--- src/rtl/fibc_consts.vh ---
`ifndef FIBC_CONSTS_VH
`define FIBC_CONSTS_VH
// ************************************************************
// register offsets (memory mapped, core data space)
// ************************************************************
`define FIBC_ADDR_WRDATA     8'hA0
`define FIBC_ADDR_PULSE      8'hA1
`define FIBC_ADDR_KEY        8'hA2
`define FIBC_ADDR_OPTION     8'hA3
// ************************************************************
// reset values and field layout
// ************************************************************
`define FIBC_PULSE_RST       8'h7B
`define FIBC_PULSE_WMASK     8'h7F
`define FIBC_WRDATA_RST      8'h00
`define FIBC_KEY_PATTERN     6'h26
`define FIBC_KEY_HI          7
`define FIBC_KEY_LO          2
`define FIBC_OPT_FLEX        0
`define FIBC_OPT_SEC         1
// ************************************************************
// timing
// ************************************************************
`define FIBC_KEY_CYCLES      4'h8
`define FIBC_HV_DEBOUNCE     4'hF
`define FIBC_PC_ZERO         16'h0000
`endif

--- src/rtl/fibc_flash_isp_boot_control.v ---
// Functional notes
// - flash write/erase pulse width derives from pulse_width_setting value.
// - pulse code chosen from frequency band table, 25 kHz up to 10 MHz.
// - reset loads pulse_width_setting with the 10 MHz band code.
// - key write with upper six bits matching sets unlock flag; low bits ignored.
// - unlock flag stays set exactly eight instruction cycles, then clears.
// - jump-to-boot enters boot ROM only while unlock flag is set.
// - mismatched key leaves flag clear; jump goes to flash target.
// - return-to-flash moves execution from boot ROM to flash.
// - in emulation, breakpoint freezes unlock window counter.
// - unlock window keeps counting during interrupts.
// - forced-boot high voltage at reset ignores flex bit, starts boot ROM 0000.
// - later ordinary reset with flex set starts flash at 0000.
// - forced boot never modifies flex or security bits.
// - security bit cleared only by mass erase or user routine.
// - during high voltage, load clock drives serial clock pin; pin reads 1.
// - boot waits for forced-boot pin low and debounced before serial ISP.
// - normal reset: flex 0 starts boot ROM, flex 1 starts flash 0000.
`timescale 1ns/1ns
`include "fibc_consts.vh"
module fibc_flash_isp_boot_control #(
	parameter PULSE_UNIT = 16
) (
	// clock and reset
	input  wire        clk,
	input  wire        rst_n,
	// core data bus
	input  wire [7:0]  busAddr,
	input  wire        busWrite,
	input  wire        busRead,
	input  wire [7:0]  busWdata,
	output reg  [7:0]  busRdata,
	// core instruction timing and control flow
	input  wire        instrCycle,
	input  wire        breakActive,
	input  wire        emulMode,
	input  wire        jumpToBootInstr,
	input  wire        returnToFlashInstr,
	output reg         execBootRom,
	output reg         bootGranted,
	// flash operation control
	input  wire        flashOpStart,
	input  wire        massEraseDone,
	input  wire        userClearSec,
	input  wire        optFlexIn,
	input  wire        optSecIn,
	output reg         flashPulse,
	output reg         flashOpBusy,
	output reg  [7:0]  writeDataOut,
	output reg         secBit,
	// forced boot pins
	input  wire        forcedBootHv,
	input  wire        forcedBootPin,
	input  wire        loadClock,
	output reg         serialClockPinOut,
	output reg         serialClockPinOe,
	output reg         forcedBootRead,
	output reg         serialIspEnable
);
	// ************************************************************
	// input synchronisers
	// ************************************************************
	reg [1:0] hvSync_r;
	reg [1:0] pinSync_r;
	reg [1:0] lclkSync_r;
	// the detector chain has no reset: it must fill while reset is held,
	// otherwise the first edge after release would always see zero
	always @(posedge clk) begin
		hvSync_r <= {hvSync_r[0], forcedBootHv};
	end
	always @(posedge clk or negedge rst_n) begin
		if (!rst_n) begin
			pinSync_r  <= 2'h0;
			lclkSync_r <= 2'h0;
		end else begin
			pinSync_r  <= {pinSync_r[0], forcedBootPin};
			lclkSync_r <= {lclkSync_r[0], loadClock};
		end
	end
	wire hvNow = hvSync_r[1];

	// ************************************************************
	// reset-exit boot selection
	// ************************************************************
	// the detector is caught on the first edge after release; the host holds
	// the voltage from three cycles before release so the sample is stable
	reg started_r;
	reg forcedBoot_r;
	always @(posedge clk or negedge rst_n) begin
		if (!rst_n) begin
			started_r    <= 1'b0;
			forcedBoot_r <= 1'b0;
		end else if (!started_r) begin
			started_r    <= 1'b1;
			forcedBoot_r <= hvNow;
		end
	end

	// ************************************************************
	// registers
	// ************************************************************
	reg [7:0] pulseSet_r;
	reg [7:0] wrData_r;
	wire wrPulse  = busWrite && busAddr == `FIBC_ADDR_PULSE;
	wire wrData   = busWrite && busAddr == `FIBC_ADDR_WRDATA;
	wire wrKey    = busWrite && busAddr == `FIBC_ADDR_KEY;
	wire keyMatch = busWdata[`FIBC_KEY_HI:`FIBC_KEY_LO] == `FIBC_KEY_PATTERN;
	always @(posedge clk or negedge rst_n) begin
		if (!rst_n) begin
			pulseSet_r <= `FIBC_PULSE_RST;
			wrData_r   <= `FIBC_WRDATA_RST;
		end else begin
			// bit 7 is read-only; writes during an operation are dropped
			if (wrPulse && !flashOpBusy) begin
				pulseSet_r <= busWdata & `FIBC_PULSE_WMASK;
			end
			if (wrData && !flashOpBusy) begin
				wrData_r <= busWdata;
			end
		end
	end

	// ************************************************************
	// unlock window
	// ************************************************************
	reg       keyFlag_r;
	reg [3:0] keyCnt_r;
	wire      keyFrozen = emulMode && breakActive;
	always @(posedge clk or negedge rst_n) begin
		if (!rst_n) begin
			keyFlag_r <= 1'b0;
			keyCnt_r  <= 4'h0;
		end else if (wrKey) begin
			keyFlag_r <= keyMatch;
			keyCnt_r  <= keyMatch ? `FIBC_KEY_CYCLES : 4'h0;
		end else if (keyFlag_r && instrCycle && !keyFrozen) begin
			// interrupts do not stop this count
			keyCnt_r <= keyCnt_r - 4'h1;
			if (keyCnt_r == 4'h1) begin
				keyFlag_r <= 1'b0;
			end
		end
	end

	// ************************************************************
	// execution space selection
	// ************************************************************
	always @(posedge clk or negedge rst_n) begin
		if (!rst_n) begin
			execBootRom <= 1'b0;
			bootGranted <= 1'b0;
		end else if (!started_r) begin
			// both paths start at address 0000 of the chosen space
			execBootRom <= hvNow | ~optFlexIn;
			bootGranted <= 1'b0;
		end else begin
			bootGranted <= jumpToBootInstr && keyFlag_r;
			if (jumpToBootInstr && keyFlag_r) begin
				execBootRom <= 1'b1;
			end else if (returnToFlashInstr) begin
				execBootRom <= 1'b0;
			end
		end
	end

	// ************************************************************
	// option bits
	// ************************************************************
	// option bits are only read here; forced boot never writes them
	always @(posedge clk or negedge rst_n) begin
		if (!rst_n) begin
			secBit <= 1'b0;
		end else if (!started_r) begin
			secBit <= optSecIn;
		end else if (massEraseDone || userClearSec) begin
			secBit <= 1'b0;
		end
	end

	// ************************************************************
	// flash pulse timer
	// ************************************************************
	reg [15:0] pulseCnt_r;
	localparam [15:0] PULSE_UNIT_W = PULSE_UNIT;
	wire [15:0] pulseLen = pulseSet_r * PULSE_UNIT_W[7:0];
	always @(posedge clk or negedge rst_n) begin
		if (!rst_n) begin
			pulseCnt_r   <= 16'h0000;
			flashPulse   <= 1'b0;
			flashOpBusy  <= 1'b0;
			writeDataOut <= `FIBC_WRDATA_RST;
		end else if (flashOpStart && !flashOpBusy) begin
			pulseCnt_r   <= pulseLen;
			flashPulse   <= 1'b1;
			flashOpBusy  <= 1'b1;
			writeDataOut <= wrData_r;
		end else if (flashOpBusy) begin
			if (pulseCnt_r <= 16'h0001) begin
				flashPulse  <= 1'b0;
				flashOpBusy <= 1'b0;
			end else begin
				pulseCnt_r <= pulseCnt_r - 16'h0001;
			end
		end
	end

	// ************************************************************
	// forced boot pins and debounce
	// ************************************************************
	reg [3:0] dbCnt_r;
	always @(posedge clk or negedge rst_n) begin
		if (!rst_n) begin
			serialClockPinOut <= 1'b0;
			serialClockPinOe  <= 1'b0;
			forcedBootRead    <= 1'b0;
			serialIspEnable   <= 1'b0;
			dbCnt_r           <= 4'h0;
		end else begin
			serialClockPinOut <= hvNow & lclkSync_r[1];
			serialClockPinOe  <= hvNow;
			forcedBootRead    <= hvNow | pinSync_r[1];
			if (!forcedBoot_r || serialIspEnable) begin
				dbCnt_r <= 4'h0;
			end else if (hvNow || pinSync_r[1]) begin
				dbCnt_r <= 4'h0;
			end else if (dbCnt_r == `FIBC_HV_DEBOUNCE) begin
				serialIspEnable <= 1'b1;
			end else begin
				dbCnt_r <= dbCnt_r + 4'h1;
			end
		end
	end

	// ************************************************************
	// read mux
	// ************************************************************
	always @(posedge clk or negedge rst_n) begin
		if (!rst_n) begin
			busRdata <= 8'h00;
		end else if (busRead) begin
			case (busAddr)
				`FIBC_ADDR_WRDATA: busRdata <= wrData_r;
				`FIBC_ADDR_PULSE:  busRdata <= pulseSet_r;
				`FIBC_ADDR_OPTION: busRdata <= {6'h00, secBit, optFlexIn};
				default:           busRdata <= 8'h00;
			endcase
		end
	end
endmodule // fibc_flash_isp_boot_control

--- config.mk ---
export PLATFORM = sky130hd
export DESIGN_NAME = fibc_flash_isp_boot_control
export DESIGN_NICKNAME = d
export VERILOG_FILES = /design/src/rtl/fibc_flash_isp_boot_control.v
export VERILOG_INCLUDE_DIRS = /design/src /design/src/rtl
export SDC_FILE = /design/constraint.sdc
export NUM_CORES = 1
export LEC_CHECK = 0
export ABC_AREA = 1
export BUFFER_PORTS_ARGS = -buffer_cell sky130_fd_sc_hd__buf_2
export CAP_MARGIN = 20
export CORE_ASPECT_RATIO = 2
export CORE_MARGIN = 2
export CORE_UTILIZATION = 51
export DETAILED_ROUTE_END_ITERATION = 8
export PLACE_DENSITY = 0.86
export RECOVER_POWER = 100
export SETUP_SLACK_MARGIN = 0.02
export SLEW_MARGIN = 20
export SYNTH_ARGS = -nofsm -noshare
export SYNTH_HDL_FRONTEND = slang
export SYNTH_SLANG_ARGS = --single-unit
--- constraint.sdc ---
create_clock -name clk -period 1.4 [get_ports clk]
set_input_delay 0.21 -clock clk [delete_from_list [all_inputs] [get_ports clk]]
set_output_delay 0.21 -clock clk [all_outputs]
set_load 0.01 [all_outputs]
==> results of run 1 <==
## critical path, delay by kind of cell, from the launching register on
kind                       cells  cell delay, ns
and+or+nand+nor                6            0.52
buffers and inverters          2            0.17
AOI/OAI and AO/OA              1            0.17
adders and majority gates      1            0.17
DFF                            1            0.40
## report_power, final
part	internal [mW]	switching, mW
combinational	0.0727	0.125
clock	1.38	0.904
sequential	2.14	0.0162
total	3.60	1.05
## per-stage QoR
step / cells / utilization
after CTS: 629 / 0.676
after floorplan: 436 / -
after detailed placement: 602 / 0.605
after global routing: 631 / 0.674
after global placement: 602 / 0.605
final: 631 / 0.674
## what timing repair did
item                       CTS  global route
gates resized for setup     26            15
setup endpoints to repair   17            18
setup buffers                7             2
hold buffers                 4             0
hold endpoints to repair    12             0
pin swaps                    9             6
## synthesized netlist by cell type, drive strengths merged (5+ instances only)
cell	count	area share
nand2	128	0.15
dfrtp	65	0.45
inv	61	0.065
nor2	48	0.057
o21ai	39	0.061
nand3	36	0.050
a21oi	8	0.013
nand4	8	0.018
nor3	8	0.019
buf	6	0.014
dfstp	6	0.044
ha	5	0.017
## area by class of cell
cell class	instances	area [um^2]
Multi-Input combinational cell	293	1580
Clock buffer	10	229
Fill cell	565	2250
Tap cell	90	113
Inverter	63	251
Timing Repair Buffer	96	577
Sequential cell	73	1830
Clock inverter	6	68.8
## how the worst min path moves through the flow
stage,from,endpoint,slack (ns),depth (start not counted)
after floorplan,rst_n,bootGranted$_DFF_PN0_,-0.09,0
after global placement,rst_n,secBit$_DFFE_PN0P_,0.08,1
after detailed placement,rst_n,secBit$_DFFE_PN0P_,0.09,1
after CTS,userClearSec,secBit$_DFFE_PN0P_,0.04,2
after global routing,userClearSec,secBit$_DFFE_PN0P_,0.05,2
final,massEraseDone,secBit$_DFFE_PN0P_,0.05,2
## registers in the layout (all words and copies together) (netlist names)
name	flops
bootGranted	1
busRdata	8
dbCnt_r	4
execBootRom	1
flashOpBusy	1
flashPulse	1
forcedBootRead	1
forcedBoot_r	1
hvSync_r	2
keyCnt_r	4
keyFlag_r	1
lclkSync_r	2
pinSync_r	2
pulseCnt_r	16
pulseSet_r	7
secBit	1
serialClockPinOe	1
serialClockPinOut	1
serialIspEnable	1
started_r	1
wrData_r	8
writeDataOut	8
## logic make-up after synthesis
kind of cell | share of synthesized area
AND/OR/NAND/NOR | 0.290
flip-flops | 0.509
buffers and inverters | 0.0825
AO/OA/AOI/OAI | 0.0943
adder cells (fa/ha/maj) | 0.0175
XOR/XNOR | 0.00489
other | 0.00105
## layer usage
| metal | up-vias | track usage | wire length, um | part of all wire |
|---|---|---|---|---|
| met5 | - | 0 | 0 | 0 |
| met1 | 1593 | 0.266 | 3280 | 0.35 |
| met4 | 0 | 0.168 | 531 | 0.057 |
| met2 | 137 | 0.473 | 5050 | 0.54 |
| li1 | 1585 | - | - | - |
| met3 | 47 | 0.0623 | 538 | 0.057 |
==> results by stage, run 1 <==
Synth:
- The share of the Yosys chip area taken by registers is 0.509.
- The synthesized flop and latch total is 73.
- For this run, the leading register cell type out of synthesis is sky130_fd_sc_hd__dfrtp_1.
- The average instance area after synthesis is between 8 and 9 um^2.
- The synthesized cell area is approximately 0.0036 mm^2.
- The number of cells produced by synthesis is between 400 and 500.
- Of all flip-flops after synthesis, the portion carrying an async set or reset was 0.973.
- In this run, synthesis inferred 0 flip-flops with an integrated enable.
- Counting distinct cell types in the post-synthesis netlist gives 39.
- The net count after synthesis is 474.
- The warning count from the yosys run is 0.

CTS:
- The buffer depth of the longest clock path is 2.
- The number of sinks driven by the clock tree is 73.
- The CTS H-tree depth is 3.
- TritonCTS built the clock tree.
- The root buffer cell is sky130_fd_sc_hd__clkbuf_16.
- The number of buffers added by the clock tree synthesis step is 9.
- The later pin in the worst-skew pair is clocked with a latency of between 0.3 and 0.4 ns.
- The clock input transition at the sequential cells of the worst setup and hold paths is 0.06 ns.

STA:
- The final period demand of the worst path is about 1.5 ns.
- The slew of the pin with the lowest slew margin is about 0.54 ns.
- Measured against its own limit, the worst slew margin works out to 0.637.
- The maximum clock skew at final layout is around 0.0047 ns.
- The number of failing hold endpoints at the final stage was 0.
- The max-slew violation count is 0.
- The aggregate negative setup slack is -1.69 ns.
- Hold timing on the final database bottoms out at a slack of roughly 0.045 ns.
- The final worst-path setup slack is -0.139 ns.
- Timing would allow up to about 650 MHz.
- Dividing the final minimum period by the clock period gives 1.10.
- Setup repair after global routing could not meet its margin everywhere.
- The setup violation total in the final timing report is 18.

Setup path:
- The biggest cell delay along the critical path is about 0.40 ns.
- The peak fanout along the critical path is 8.
- Among all stages on the critical path, the largest delay is contributed by sky130_fd_sc_hd__dfrtp_1.
- The setup path with the least slack is of type reg2reg.
- The endpoint identified for the worst register-to-register timing path is pulseCnt_r[0]$_DFFE_PN0P_.
- Traced cell by cell, the critical path runs through inv_2 -> ha_4 -> inv_2 -> nand2_2 -> nand2_2 -> nor2_4 -> nand2_4 -> nand2_8 -> nand2_8 -> o21ai_1.
- The worst-case register-to-register setup slack is -0.14 ns.
- The worst setup path is launched from a register.
- The worst setup path is captured at a register.
- In this run the critical register-to-register path is launched from pulseCnt_r[1]$_DFFE_PN0P_.
- The required time of the critical path is around 1.7 ns.
- In this run the worst setup path begins at pulseCnt_r[1]$_DFFE_PN0P_.
- For the worst setup path, the data arrival time is between 1.5 and 2 ns.
- The capturing instance or port of the critical path is pulseCnt_r[0]$_DFFE_PN0P_.
- The number of cells on the worst reg-to-reg path is 10.

Layout:
- The most frequent standard cell in the layout excluding fill and tap cells is sky130_fd_sc_hd__nand2_1.
- In the layout the commonest cells are 109 x sky130_fd_sc_hd__nand2_1, 64 x sky130_fd_sc_hd__dfrtp_1, 55 x sky130_fd_sc_hd__inv_1.
- The area of all placed cells without fillers is 0.00464 mm^2.
- The net count of the finished layout is 574.
- The area growth from synthesis to final layout is 29.6%.
- The count of antenna diodes in the layout is 0.
- In the final layout, the share of cells above drive strength 1 is 0.264.

Worst hold path:
- The class of the tightest hold or removal check is in2reg.

Placement:
- The placed wire-length estimate after detailed placement is 6.43 mm.
- At the placement stage, the worst setup path has a slack of -0.115 ns.
- The placed instances occupy a cell area of 0.00417 mm^2.
- Routability-driven placement finished with a final weighted congestion of 0.893.
- The count of port buffers added during placement is 57.

Die:
- The total I/O pin count is 58.
- The placement row count is between 40 and 50.
- The core region is between 0.006 and 0.007 mm^2.
- The height of the chip is around 120 um.
- The initial utilization of the core area, before any placement, comes to 0.520.
- The die covers just under 0.008 mm^2.
- In this run the horizontal extent of the chip is approximately 63 um.

Drt:
- The residual DRC count is 0.
- The number of nets with antenna violations after detailed routing is 0.
- After detailed routing, the average wire length per cell comes to about 15 um.
- The iteration-0 DRC count of the detailed router is around 180.
- The via density per instance is about 5.3.
- The post-detailed-routing wire length is between 9 and 10 mm.
- The via count is about 3400.
- For this run, the detailed router's first-pass iteration total came to 5.

Status:
- The flow ran to the end, but the final reports show violations.
- The checks that failed: negative setup slack.

Global route:
- Entering global routing, the biggest net connects 63 pins.
- The number of global-route vias before repair came to roughly 3400.
- The initial antenna violation count is 0.
- In the global route stage, overall resource usage came out at 0.262.
- Summed over all layers, the global routing overflow is 0.
- The first-pass GRT wire length is between 15 and 20 mm.

Power and ir drop:
- IR analysis of the VDD net gives a maximum drop of 1.05 mV.
- The total power per unit cell area is ~1000 mW/mm^2.
- In this run the static leakage power is around 2.4 nW.
- The sum of internal, switching and leakage power is 4.64 mW.

Job:
- Max-cap violations in this run came to 0.
Power figures use the tool's default switching activity.
==> run 2: changes to the inputs <==
- SKIP_CTS_REPAIR_TIMING: unset -> 1
- SLEW_MARGIN: 20 -> 0
==> run 2 against run 1 <==
Global-route usage decreased by 1.8 points. Critical path type unchanged. Sequential share of layout area rose by 0.41 points. The flow still finishes with violations (negative setup slack). Sequential power hardly changed. Final cell count fell by 0.16%. Fmax is 4.6% lower. Via count is 1.2% lower. Register-to-register slack worse by 0.07 ns. Setup slack worse by 0.075 ns. Power is 0.33% lower. Clock power about the same. Die area stayed put.
==> results by stage, run 2 (synthesized netlist as in run 1, its figures left out) <==
STA:
- The final period demand of the worst path is 1.61 ns.
- The final worst-path setup slack is -0.214 ns.
- The setup violation total in the final timing report is 18.
- Setup repair after global routing could not meet its margin everywhere.
- For this run, the top clock speed supported by timing is a little over 600 MHz.
- For the final routed database, the setup TNS stands at -2.90 ns.
- The max-slew violation count is 0.
- The number of failing hold endpoints at the final stage was 0.
- The ratio of final minimum period to clock period is 1.15.
- The normalized max-slew margin is 0.643.
- On the final layout, the worst clock skew is 0.00365 ns.
- The slew of the pin with the lowest slew margin is ~0.54 ns.

Layout:
- The repair_antennas step left the layout with diodes totalling 0.
- Leaving out fill and tap cells, the most frequent cell in the layout is sky130_fd_sc_hd__nand2_1.
- The area growth from synthesis to final layout is 28.3%.
- The register bank with the most flops is pulseCnt_r.
- The flip-flop count of the largest register after layout is 16.
- Measured on the finished design, the core utilization comes to 0.667.
- Of the cells placed in the final design, the portion with a size suffix greater than 1 is 0.246.
- The top cell types in the final layout, fill and taps aside, are 116 x sky130_fd_sc_hd__nand2_1, 64 x sky130_fd_sc_hd__dfrtp_1, 55 x sky130_fd_sc_hd__inv_1.
- The post-layout net count is 573.

Power and ir drop:
- Dividing total power by cell area gives a power density of between 1000 and 1500 mW/mm^2.
- The standby leakage power is 2.35 nW.
- IR analysis of the VDD net gives a maximum drop of about 1.0 mV.

Drt:
- For this block, the via count after detailed routing is between 3000 and 4000.
- In the final routed layout, each cell accounts on average for around 15 um.
- Once detail routing completed, the nets flagged for antenna violations numbered 0.
- The post-detailed-routing wire length is 9.31 mm.
- For this run, the detailed router's first-pass iteration total came to 5.
- The iteration-0 DRC count of the detailed router is ~220.
- The residual DRC count is 0.
- The via density per instance is 5.27.

Die:
- The initial utilization of the core area, before any placement, comes to 0.520.
- The placement row count is between 40 and 50.
- The floorplan step set the die width to around 63 um.
- For this design the top-level I/O count stands at between 50 and 60.
- The die covers between 0.007 and 0.008 mm^2.
- The height of the chip is between 100 and 150 um.
- The core region is roughly 0.0069 mm^2.

Status:
- The checks that failed: negative setup slack.
- The run finished, with violations left.

CTS:
- The clock latency on the worst-skew pair is about 0.34 ns.
- The CTS H-tree depth is 3.
- The tree built by TritonCTS fans out to 73 sinks.
- Counting the buffers created by CTS gives 9.
- The clock tree from TritonCTS is built.
- The clock passes through at most 2 buffers.
- The root buffer cell is sky130_fd_sc_hd__clkbuf_16.
- The clock input transition at the sequential cells of the worst setup and hold paths is roughly 0.060 ns.

Placement:
- The count of port buffers added during placement is between 50 and 60.
- The weighted congestion reported at the end of routability-driven placement is 0.893.
- After legalization and detailed placement, the total HPWL measured ~6.4 mm.

Global route:
- The initial antenna violation count came to 0.
- The global-route total usage across every layer is 0.244.
- Global routing finished with a remaining overflow of 0.
- The pin count of the biggest net entering global routing is 63.
- The number of global-route vias before repair came to ~3200.
- The first-pass GRT wire length is 14.6 mm.

Setup path:
- The worst setup path is launched from a register.
- The number of cells on the worst reg-to-reg path is 12.
- STA puts the critical path data required time at 1.67 ns.
- Setup slack on the worst reg-to-reg path comes out at -0.21 ns.
- The data arrival time of the critical path is 1.89 ns.
- Along the worst path, the maximum fanout reaches 8.
- The endpoint identified for the worst register-to-register timing path is pulseCnt_r[10]$_DFFE_PN0P_.
- In this run the critical register-to-register path is launched from pulseCnt_r[1]$_DFFE_PN0P_.
- STA classifies the critical path endpoint as a register.
- The type of the setup path with the least slack is reg2reg.

Worst hold path:
- The tightest min-delay check is of the in2reg type.
- In this run the most critical hold path is launched from massEraseDone.
- For hold timing, the worst endpoint is secBit$_DFFE_PN0P_.
- The worst hold path was traced through 2 stages.

Job:
- The count of maximum capacitance violations is 0.
[run 2: cell count changes in the layout (fill, tap and decap cells not counted), moves of 2 or more]
| cell | previous run | this run |
|---|---|---|
| sky130_fd_sc_hd__nand2_1 | 109 | 116 |
| sky130_fd_sc_hd__nand2_2 | 14 | 7 |
| sky130_fd_sc_hd__nor2_1 | 40 | 42 |
| sky130_fd_sc_hd__o21ai_0 | 27 | 29 |
| sky130_fd_sc_hd__o21ai_1 | 4 | 1 |
[run 2: area by class of cell]
cell class	count	area (um^2)
Inverter	63	246
Sequential cell	73	1830
Multi-Input combinational cell	293	1540
Clock buffer	10	229
Fill cell	577	2290
Tap cell	90	113
Timing Repair Buffer	95	569
Clock inverter	6	68.8
[run 2: worst max-delay path, stage by stage, from the launching register on]
cell	delay (ns)
sky130_fd_sc_hd__dfrtp_1	0.42
sky130_fd_sc_hd__inv_2	0.13
sky130_fd_sc_hd__ha_4	0.16
sky130_fd_sc_hd__inv_2	0.03
sky130_fd_sc_hd__nand2_2	0.05
sky130_fd_sc_hd__nand2_2	0.06
sky130_fd_sc_hd__nor2_4	0.16
sky130_fd_sc_hd__nand2_4	0.10
sky130_fd_sc_hd__nand2_8	0.12
sky130_fd_sc_hd__nand2_8	0.09
sky130_fd_sc_hd__inv_8	0.09
sky130_fd_sc_hd__nand2_2	0.04
sky130_fd_sc_hd__nand2_1	0.07
[run 2: worst max path at each step]
stage | start | end | slack [ns] | cells after the start
after floorplan | pulseCnt_r[0]$_DFFE_PN0P_ | pulseCnt_r[15]$_DFFE_PN0P_ | 0.01 | 10
after detailed placement | pulseCnt_r[1]$_DFFE_PN0P_ | pulseCnt_r[4]$_DFFE_PN0P_ | -0.11 | 12
final | pulseCnt_r[1]$_DFFE_PN0P_ | pulseCnt_r[10]$_DFFE_PN0P_ | -0.21 | 12
after global placement | pulseCnt_r[0]$_DFFE_PN0P_ | pulseCnt_r[13]$_DFFE_PN0P_ | -0.06 | 11
after CTS | pulseCnt_r[1]$_DFFE_PN0P_ | pulseCnt_r[4]$_DFFE_PN0P_ | -0.17 | 12
after global routing | pulseCnt_r[1]$_DFFE_PN0P_ | pulseCnt_r[10]$_DFFE_PN0P_ | -0.28 | 12
[run 2: routing by layer]
layer / vias to the layer above / global-route usage / part of all wire
met5: - / 0 / 0
met4: 0 / 0.125 / 0.055
met3: 47 / 0.0541 / 0.047
met2: 121 / 0.453 / 0.54
met1: 1561 / 0.254 / 0.36
li1: 1591 / - / -
[run 2: per-stage QoR]
| stage | cells | hold slack [ns] | total power [mW] | instance area (um^2) | worst slack (ns) |
|---|---|---|---|---|---|
| after CTS | 618 | -0.273 | 4.66 | 4460 | -0.172 |
| after floorplan | 436 | -0.0856 | 2.26 | 3600 | 0.0132 |
| after detailed placement | 602 | 0.0875 | 2.40 | 4170 | -0.115 |
| final | 630 | 0.0511 | 4.63 | 4590 | -0.214 |
| after global routing | 630 | 0.0658 | 4.79 | 4590 | -0.284 |
| after global placement | 602 | 0.0830 | 2.39 | 4170 | -0.0557 |
[run 2: report_power, final]
part           leakage (nW)  switching [mW]  internal (mW)
clock                 0.143           0.889           1.38
sequential            0.862          0.0160           2.14
combinational          1.35           0.124         0.0727
